$ cat src/pmrs_pkg.sv
// Constants, states and carriers for the power-mode and reset sequencer
// What this block does
// Startup counter counts eight 5MHz cycles at power-up and every interrupt wake from stop.
// Supply counts as stable only after three to four 32kHz cycles.
// Analog front end leaves reset at least one 32kHz cycle before the processor.
// Startup counter runs only during a startup count, otherwise fully off.
// Idle bit write freezes instruction pointer, stops fetch, keeps clocks and peripherals.
// Enabled interrupt ends idle, clears idle bit, resumes at next instruction.
// Any reset ends idle, resets processor and clears idle bit.
// Stop bit write halts system clocks, timers, serial; analog front end may stay.
// Stop keeps clock control; reset pin or power loss exit restores defaults.
// Stop exits on external, timer, watchdog, analog front end interrupts or reset pin.
// Stop exit: ungate clock, clear counter, wait 10us, count eight cycles, resume.
// In stop only timer, watchdog and analog front end may run, when enabled.
// Four reset sources; watchdog and external reset keep 5MHz clock, block execution.
// Hold reset below supply threshold, start oscillator, count eight, start at 8000h.
// Power-on reset sets its flag; software clears it after reading.
// Watchdog expiry holds reset about 90 system cycles, then runs at 8000h.
// Watchdog reset sets its flag; only software clears it.
// Outside party holds reset pin low four clock cycles with clock running.
// Reset lasts while pin is low; leaves reset within four cycles at 8000h.
// Reset in stop ends stop, restarts at 8000h after four cycle delay.
// Reset pin is two-way; watchdog or internal reset drives it low.
// ROM operation done with programming enable set causes internal system reset.
// Oscillator stops only in stop with power-down setting 6, or in power-on reset while supply is low.
// Wake sources need no system clock and are synchronised before restart.
package pmrs_pkg;
  localparam int CLK_HZ = 10_000_000;
  localparam int CLK_NS = 100;
  localparam int SYS_HZ = 5_000_000;
  localparam int SLOW_HZ = 32_768;
  localparam int SYS_DIV = CLK_HZ / SYS_HZ;
  localparam int SLOW_DIV = CLK_HZ / SLOW_HZ;
  localparam int FLASH_NS = 10_000;
  localparam logic [7:0] FLASH_CYC = 8'((FLASH_NS + CLK_NS - 1) / CLK_NS);
  localparam logic [7:0] XDOG_TICKS = 8'h08;
  localparam logic [7:0] SUPPLY_TICKS = 8'h04;
  localparam logic [7:0] AFE_LEAD_TICKS = 8'h02;
  localparam logic [7:0] WDT_RST_TICKS = 8'h5A;
  localparam logic [7:0] INT_RST_TICKS = 8'h04;
  localparam logic [7:0] EXIT_TICKS = 8'h04;
  localparam logic [2:0] EXT_MIN_TICKS = 3'h4;
  localparam logic [2:0] PD_OSC_OFF = 3'h6;
  localparam logic [15:0] RESTART_VEC = 16'h8000;
  localparam int WAKE_W = 4;

  typedef enum logic [3:0] {
    ST_POR, ST_AFE, ST_FLASH, ST_XDOG, ST_RUN, ST_IDLE,
    ST_STOP, ST_WDT, ST_INT, ST_EXT, ST_EXIT
  } pmrs_state_e;

  typedef struct packed {
    logic ext_irq;
    logic tmr_irq;
    logic wdt_irq;
    logic afe_irq;
  } pmrs_wake_s;
endpackage : pmrs_pkg

$ cat src/pmrs_tick_div.sv
// Divider that turns the core clock into a one-cycle enable pulse
`timescale 1ns/100ps
module pmrs_tick_div import pmrs_pkg::*; #(
  parameter int DIV = 2
) (
  input wire logic clk,
  input wire logic resetn,
  output logic tick
);
  logic [8:0] cnt_r;
  logic [8:0] cnt_nxt;

  always_comb begin
    cnt_nxt = (cnt_r == 9'(DIV - 1)) ? 9'h000 : cnt_r + 9'h001;
  end

  always_ff @(posedge clk) begin
    if (!resetn) begin
      cnt_r <= 9'h000;
    end else begin
      cnt_r <= cnt_nxt;
    end
  end

  assign tick = (cnt_r == 9'(DIV - 1));
endmodule : pmrs_tick_div

$ cat src/pmrs_sync2.sv
// Two-stage synchroniser for the wake request levels
`timescale 1ns/100ps
module pmrs_sync2 import pmrs_pkg::*; (
  input wire logic clk,
  input wire logic resetn,
  input wire logic [WAKE_W-1:0] d,
  output logic [WAKE_W-1:0] q
);
  logic [WAKE_W-1:0] meta_r;
  logic [WAKE_W-1:0] sync_r;

  always_ff @(posedge clk) begin
    if (!resetn) begin
      meta_r <= '0;
      sync_r <= '0;
    end else begin
      meta_r <= d;
      sync_r <= meta_r;
    end
  end

  assign q = sync_r;
endmodule : pmrs_sync2

$ cat src/pmrs_top.sv
// Power-mode and reset sequencer: startup, idle, stop, reset sources and flags
`timescale 1ns/100ps
module pmrs_top import pmrs_pkg::*; (
  input wire logic CLK,
  input wire logic RESETN,
  input wire logic SUPPLY_OK,
  input wire logic RST_PIN_I,
  output logic RST_PIN_O,
  output logic RST_PIN_OE,
  input wire logic IDLE_SET,
  input wire logic STOP_SET,
  input wire logic IRQ_PENDING,
  input wire pmrs_wake_s WAKE,
  input wire logic TIMER_RUN_ENABLE,
  input wire logic WATCHDOG_IRQ_ENABLE,
  input wire logic WDT_EXPIRE,
  input wire logic ROM_OPERATION_DONE,
  input wire logic SYSTEM_PROGRAMMING_ENABLE,
  input wire logic [2:0] POWER_DOWN_SETTING,
  input wire logic PWR_ON_FLAG_CLR,
  input wire logic WATCHDOG_RESET_FLAG_CLR,
  output logic CPU_RUN,
  output logic CPU_RESET,
  output logic INSTRUCTION_POINTER_HOLD,
  output logic ANALOG_FRONT_END_RESET,
  output logic IDLE_BIT,
  output logic STOP_BIT,
  output logic SYS_CLK_EN,
  output logic OSC_EN,
  output logic FLASH_PWR_EN,
  output logic XDOG_ACTIVE,
  output logic TMR_CLK_EN,
  output logic WDT_CLK_EN,
  output logic CLK_CTRL_DEFAULT,
  output logic [15:0] RESTART_ADDR,
  output logic PWR_ON_FLAG,
  output logic WATCHDOG_RESET_FLAG
);
  pmrs_state_e state_r;
  pmrs_state_e state_nxt;
  logic [7:0] cnt_r;
  logic [7:0] cnt_nxt;
  logic [2:0] low_r;
  logic [2:0] low_nxt;
  logic boot_r;
  logic boot_nxt;
  logic por_r;
  logic por_nxt;
  logic watchdog_reset_flag_r;
  logic watchdog_reset_flag_nxt;
  logic sys_tick;
  logic slow_tick;
  logic [WAKE_W-1:0] wake_raw;
  logic [WAKE_W-1:0] wake_sync;
  logic wake_any;
  logic ext_req;
  logic active;
  logic adv;

  pmrs_tick_div #(.DIV(SYS_DIV)) u_sys_div (
    .clk(CLK),
    .resetn(RESETN),
    .tick(sys_tick)
  );

  pmrs_tick_div #(.DIV(SLOW_DIV)) u_slow_div (
    .clk(CLK),
    .resetn(RESETN),
    .tick(slow_tick)
  );

  // Gating needs no system clock; the levels are synchronised before use
  assign wake_raw = {WAKE.ext_irq, WAKE.tmr_irq & TIMER_RUN_ENABLE,
                     WAKE.wdt_irq & WATCHDOG_IRQ_ENABLE, WAKE.afe_irq};

  pmrs_sync2 u_wake_sync (
    .clk(CLK),
    .resetn(RESETN),
    .d(wake_raw),
    .q(wake_sync)
  );

  assign wake_any = |wake_sync;
  assign active = (state_r == ST_RUN) || (state_r == ST_IDLE);
  assign ext_req = (low_r == EXT_MIN_TICKS) && !RST_PIN_I;

  always_comb begin
    state_nxt = state_r;
    low_nxt = low_r;
    boot_nxt = boot_r;
    // Pin low filter, blind while the block drives the pin itself
    if (RST_PIN_I || RST_PIN_OE) begin
      low_nxt = 3'h0;
    end else if (sys_tick && low_r != EXT_MIN_TICKS) begin
      low_nxt = low_r + 3'h1;
    end
    unique case (state_r)
      ST_POR: begin
        if (SUPPLY_OK && slow_tick && cnt_r == SUPPLY_TICKS - 8'h01) begin
          state_nxt = ST_AFE;
        end
      end
      ST_AFE: begin
        if (slow_tick && cnt_r == AFE_LEAD_TICKS - 8'h01) begin
          state_nxt = ST_XDOG;
        end
      end
      ST_FLASH: begin
        if (cnt_r == FLASH_CYC - 8'h01) begin
          state_nxt = ST_XDOG;
        end
      end
      ST_XDOG: begin
        if (sys_tick && cnt_r == XDOG_TICKS - 8'h01) begin
          state_nxt = ST_RUN;
        end
      end
      ST_RUN: begin
        if (STOP_SET) begin
          state_nxt = ST_STOP;
        end else if (IDLE_SET) begin
          state_nxt = ST_IDLE;
        end
      end
      ST_IDLE: begin
        if (IRQ_PENDING) begin
          state_nxt = ST_RUN;
        end
      end
      ST_STOP: begin
        if (wake_any) begin
          state_nxt = ST_FLASH;
        end
      end
      ST_WDT: begin
        if (sys_tick && cnt_r == WDT_RST_TICKS - 8'h01) begin
          state_nxt = ST_RUN;
        end
      end
      ST_INT: begin
        if (sys_tick && cnt_r == INT_RST_TICKS - 8'h01) begin
          state_nxt = ST_RUN;
        end
      end
      ST_EXT: begin
        if (RST_PIN_I) begin
          state_nxt = ST_EXIT;
        end
      end
      ST_EXIT: begin
        if (sys_tick && cnt_r == EXIT_TICKS - 8'h01) begin
          state_nxt = ST_RUN;
        end
      end
    endcase
    // Pin reset overrides every mode but ST_POR and ST_AFE; watchdog and internal reset act in run and idle only
    if (ext_req && state_r != ST_POR && state_r != ST_AFE) begin
      state_nxt = ST_EXT;
    end else if (active && WDT_EXPIRE) begin
      state_nxt = ST_WDT;
    end else if (active && ROM_OPERATION_DONE && SYSTEM_PROGRAMMING_ENABLE) begin
      state_nxt = ST_INT;
    end
    if (!SUPPLY_OK) begin
      state_nxt = ST_POR;
    end
    if (state_r == ST_POR) begin
      boot_nxt = 1'b1;
    end else if (state_r == ST_RUN) begin
      boot_nxt = 1'b0;
    end
  end

  // Shared count only advances in timed states, so it idles at zero
  always_comb begin
    adv = 1'b0;
    unique case (state_r)
      ST_POR, ST_AFE: adv = slow_tick && SUPPLY_OK;
      ST_FLASH: adv = 1'b1;
      ST_XDOG, ST_WDT, ST_INT, ST_EXIT: adv = sys_tick;
      default: adv = 1'b0;
    endcase
    // A supply dip in the power-on wait restarts the stability count
    if (state_nxt != state_r || !SUPPLY_OK) begin
      cnt_nxt = 8'h00;
    end else if (adv) begin
      cnt_nxt = cnt_r + 8'h01;
    end else begin
      cnt_nxt = cnt_r;
    end
  end

  // Set wins over a same-cycle software clear
  always_comb begin
    por_nxt = por_r;
    if (PWR_ON_FLAG_CLR) begin
      por_nxt = 1'b0;
    end
    if (!SUPPLY_OK) begin
      por_nxt = 1'b1;
    end
    watchdog_reset_flag_nxt = watchdog_reset_flag_r;
    if (WATCHDOG_RESET_FLAG_CLR) begin
      watchdog_reset_flag_nxt = 1'b0;
    end
    if (state_nxt == ST_WDT && state_r != ST_WDT) begin
      watchdog_reset_flag_nxt = 1'b1;
    end
  end

  always_ff @(posedge CLK) begin
    if (!RESETN) begin
      state_r <= ST_POR;
      cnt_r <= 8'h00;
      low_r <= 3'h0;
      boot_r <= 1'b1;
      por_r <= 1'b1;
      watchdog_reset_flag_r <= 1'b0;
    end else begin
      state_r <= state_nxt;
      cnt_r <= cnt_nxt;
      low_r <= low_nxt;
      boot_r <= boot_nxt;
      por_r <= por_nxt;
      watchdog_reset_flag_r <= watchdog_reset_flag_nxt;
    end
  end

  assign CPU_RUN = (state_r == ST_RUN);
  assign INSTRUCTION_POINTER_HOLD = !CPU_RUN;
  assign CPU_RESET = (state_r == ST_POR) || (state_r == ST_AFE) || (state_r == ST_WDT)
                     || (state_r == ST_INT) || (state_r == ST_EXT) || (state_r == ST_EXIT)
                     || (state_r == ST_XDOG && boot_r);
  assign ANALOG_FRONT_END_RESET = (state_r == ST_POR);
  assign IDLE_BIT = (state_r == ST_IDLE);
  assign STOP_BIT = (state_r == ST_STOP);
  assign SYS_CLK_EN = (state_r != ST_STOP) && (state_r != ST_POR);
  assign OSC_EN = !(state_r == ST_STOP && POWER_DOWN_SETTING == PD_OSC_OFF)
                  && !(state_r == ST_POR && !SUPPLY_OK);
  assign FLASH_PWR_EN = (state_r != ST_STOP);
  assign XDOG_ACTIVE = (state_r == ST_XDOG);
  assign TMR_CLK_EN = (state_r == ST_STOP) ? TIMER_RUN_ENABLE : 1'b1;
  assign WDT_CLK_EN = (state_r == ST_STOP) ? WATCHDOG_IRQ_ENABLE : 1'b1;
  assign CLK_CTRL_DEFAULT = (state_r == ST_POR) || (state_r == ST_EXT);
  assign RST_PIN_OE = (state_r == ST_WDT) || (state_r == ST_INT);
  assign RST_PIN_O = 1'b0;
  assign RESTART_ADDR = RESTART_VEC;
  assign PWR_ON_FLAG = por_r;
  assign WATCHDOG_RESET_FLAG = watchdog_reset_flag_r;
endmodule : pmrs_top

$ cat config.mk
export PLATFORM = sky130hd
export DESIGN_NAME = pmrs_top
export DESIGN_NICKNAME = d
export VERILOG_FILES = /design/src/pmrs_pkg.sv /design/src/pmrs_tick_div.sv /design/src/pmrs_sync2.sv /design/src/pmrs_top.sv
export SDC_FILE = /design/constraint.sdc
export NUM_CORES = 1
export LEC_CHECK = 0
export BUFFER_PORTS_ARGS = -buffer_cell sky130_fd_sc_hd__buf_4
export CAP_MARGIN = 5
export CORE_ASPECT_RATIO = 0.8
export CORE_MARGIN = 2
export CORE_UTILIZATION = 60
export DETAILED_ROUTE_END_ITERATION = 8
export GPL_TIMING_DRIVEN = 0
export PLACE_DENSITY = 0.86
export SYNTH_ARGS = -nofsm -noshare
export SYNTH_HDL_FRONTEND = slang
export SYNTH_HIERARCHICAL = 1
export SYNTH_SLANG_ARGS = --single-unit
$ cat constraint.sdc
create_clock -name CLK -period 4.8 [get_ports CLK]
set_input_delay 0.24 -clock CLK [delete_from_list [all_inputs] [get_ports CLK]]
set_output_delay 0.24 -clock CLK [all_outputs]
set_load 0.05 [all_outputs]
==> results by group <==
Run status
  – Outcome: finished, final reports clean

STA
  – Final setup fails: 0
  – Period utilisation layout: about three quarters
  – Setup Skew: just under 0.007 ns
  – Least-Margin Pin Slew: approximately 0.8 ns
  – FMAX: approximately 270 MHz
  – Fin. Hold Viols: 0
  – Rel. slew slack: a little under half
  – Unrepaired setup endpoints after global routing: false
  – Fin. max-slew vios: 0
  – Final critical-path required period: 3.67 ns
  – Setup TNS: 0 ns
  – Hold Worst Slack: about 0.16 ns

Routing
  – Via density per instance: approximately 6
  – First-pass iteration count of the detailed router: 6
  – Drt drc: 0
  – Vias after detailed routing: 2,591
  – Final ANT Viol Nets: 0
  – Routed length per instance: between 10 and 15 microns
  – Initial drt markers: approximately 330
  – Final wirelength: 6510 microns

Logic synthesis
  – Synth Warn #: 6
  – Number of flops mapped to enable cells by yosys: 0
  – Leading post-synthesis cells by cell area: dfxtp_1, buf_4, ha_1
  – Netlist cell types: a little over 70
  – Top-area cell type share of the netlist area: approximately a third
  – Largest area contributor in the netlist: dfxtp_1
  – Ys async rst share: 0%
  – Synthesized flop and latch total: 44
  – Mapped Area: about 0.0027 sq mm
  – Mapped Avg Cell Area: between 8 and 9 sq um
  – Seq/Total Area, Yosys: 32.3%
  – Post-Synthesis Cells: 320
  – Top FF cell, synth: dfxtp_1

Place
  – Dpl hpwl: roughly 4800 microns
  – Global placer's final weighted congestion: 0.995
  – Port Buffer Count: 36

CTS
  – Clock latency at the later pin of the worst-skew pair: 0.30 ns
  – Clock Sinks: 44
  – TritonCTS Buffers: 5
  – Worst-path clk slew: ~0.08 ns
  – Post-CTS Resized: 0
  – H-tree level count: 2
  – Clock Path Buffers: 2
  – Setup Fix Bufs, Post-CTS: 0
  – Post-CTS Hold Fix Bufs: 0
  – Root buffer cell: clkbuf_8
  – TritonCTS clock tree: yes

Flow run
  – Max Cap Violations: 0

Power
  – Pwr/cell area: 221 mW/mm^2
  – Combinational Power Share: around 14%
  – Sw power: 0.193 mW
  – Lkg Pwr: ~1.3 nW
  – Int Pwr: a little over 0.5 mW
  – Clk pwr share: 31.6%
  – Worst ir drop on vdd: roughly 0.30 mV
  – Flop pwr share: 53.8%
  – Sw Share: around 27%

Setup path
  – Max FO, Critical Path: 8
  – Worst Reg-to-Reg Cells: 10
  – Critical path required time: around 4.9 ns
  – Kind of critical path: reg2reg
  – CP startpoint kind: flip-flop
  – Crit path arrival time: approximately 3.8 ns
  – Worst Setup End Kind: flip-flop

Floorplanning
  – Initial cell density of the core: a little under two thirds
  – Die width: ~79 microns
  – Core area: between 0.004 and 0.005 sq mm
  – # rows: 21
  – Io pins: between 50 and 60
  – Die area: between 0.005 and 0.006 sq mm
  – Die Span Y: 64.3 microns

Min path
  – Hold WC Path Type: in2reg
  – WHS Path Cells: 2

Global route
  – GRT overflow: 0
  – Vias in the first global route: 2,431
  – Initial antenna violation count: 0
  – Largest net degree at the start of global routing: 17
  – Global-route wire length before repair: about 11,000 microns
  – All-layer global routing usage: between 20% and 30%

Final layout
  – Filler Cell Count: roughly 360
  – Share of cells above drive strength 1: a little under a quarter
  – Inserted Diodes: 0
  – Final net count: between 400 and 500
  – Area delta synth->final: 17.7%
state kept, by name (all words and copies together), names as in the netlist, 3 cells and up:
name and cells:
u_slow_div/cnt_r 9, state_r 4, u_sys_div/cnt_r 9, u_wake_sync/meta_r 4
low_r 3, cnt_r 8, u_wake_sync/q 4
metal layers:
metal | wire length, microns | GRT usage (%)
met1 | 2860 | 34.4
met2 | 2930 | 44.3
met5 | 0 | 0
met4 | 105 | 8.19
met3 | 616 | 5.93
placed cells by master, fill, tap and decap left out, types with 4 or more instances in the layout:
master and n:
buf_4 54, dfxtp_1 44, nor2_1 26, inv_1 18
nand2_1 18, conb_1 17, a21oi_1 16, o21ai_0 14
nor3_1 12, nand3_1 11, or3_1 10, and2_1 10
nand4_1 10, xor2_1 9, ha_1 8, buf_2 7
nor2b_1 6, xnor2_1 6, clkbuf_8 5, and3_1 4
power by group through the flow:
stage	Clock (mW)	Sequential [mW]	Combinational [mW]
after floorplan	0	0.390	0.0753
after global placement	0	0.390	0.100
after detailed placement	0	0.391	0.102
after CTS	0.229	0.382	0.103
after global routing	0.244	0.384	0.113
final	0.225	0.382	0.103
stage by stage:
stage / power, mW / instances / setup WS (ns) / cell area (sq um) / utilization (%)
after floorplan: 0.466 / 335 / 1.85 / 2780 / -
after global placement: 0.490 / 428 / 1.37 / 3130 / 73.0
after detailed placement: 0.493 / 428 / 1.29 / 3130 / 73.0
after CTS: 0.713 / 436 / 1.27 / 3210 / 75.0
after global routing: 0.741 / 436 / 0.906 / 3210 / 75.0
final: 0.710 / 436 / 1.13 / 3210 / 75.0
worst max-delay path, stage by stage (launching register included):
cell and delay [ns]:
dfxtp_1 0.35, inv_1 0.07, ha_1 0.14, or4b_4 0.48, nor4_1 0.50, nor4bb_1 0.46
nand3_1 0.26, a21boi_0 0.27, o22ai_2 0.17, o211ai_1 0.68, nor3_1 0.12
Yosys cell counts (2+ instances only):
| master | number |
|---|---|
| a21boi_0 | 3 |
| a21o_1 | 3 |
| a21oi_1 | 16 |
| a32oi_1 | 3 |
| and2_1 | 10 |
| and3_1 | 4 |
| and4_1 | 2 |
| and4b_1 | 2 |
| buf_2 | 7 |
| buf_4 | 18 |
| conb_1 | 2 |
| dfxtp_1 | 44 |
| ha_1 | 8 |
| inv_1 | 18 |
| nand2_1 | 18 |
| nand2b_1 | 3 |
| nand3_1 | 11 |
| nand3b_1 | 2 |
| nand4_1 | 10 |
| nor2_1 | 26 |
| nor2b_1 | 6 |
| nor3_1 | 12 |
| nor4_1 | 3 |
| nor4bb_1 | 2 |
| o2111ai_1 | 2 |
| o21a_1 | 2 |
| o21ai_0 | 14 |
| o31ai_1 | 2 |
| or3_1 | 10 |
| or4b_4 | 2 |
| xnor2_1 | 6 |
| xor2_1 | 9 |
worst paths after layout:
| check | end | slack, ns | from |
|---|---|---|---|
| min | u_wake_sync/meta_r[0] | 0.16 | WAKE[0] |
| max | cnt_r[6] | 1.13 | u_slow_div/cnt_r[0] |
| min reg2reg | u_wake_sync/q[0] | 0.44 | u_wake_sync/meta_r[0] |
| max reg2reg | cnt_r[6] | 1.13 | u_slow_div/cnt_r[0] |
logic make-up (layout without fill, tap and decap cells):
kind of cell | Yosys count | in the layout | share of synthesized area (%)
AO/OA/AOI/OAI | 68 | 68 | 19.4
XOR/XNOR | 15 | 15 | 4.82
adder cells (fa/ha/maj) | 8 | 8 | 3.67
buffers and inverters | 46 | 90 | 9.40
flip-flops | 44 | 44 | 32.3
multiplexers | 1 | 1 | 0.413
other | 2 | 17 | 0.275
AND/OR/NAND/NOR | 136 | 136 | 29.8
layout make-up:
class	instances	area [sq um]	area share, %
Multi-Input combinational cell	245	1650	51.3
Clock buffer	7	76.3	2.38
Sequential cell	44	881	27.4
Tap cell	57	71.3	2.22
Buffer	28	189	5.88
Inverter	18	67.6	2.10
Timing Repair Buffer	36	270	8.42
Clock inverter	1	8.76	0.273
Note: power is estimated with default switching activity, not from simulation.
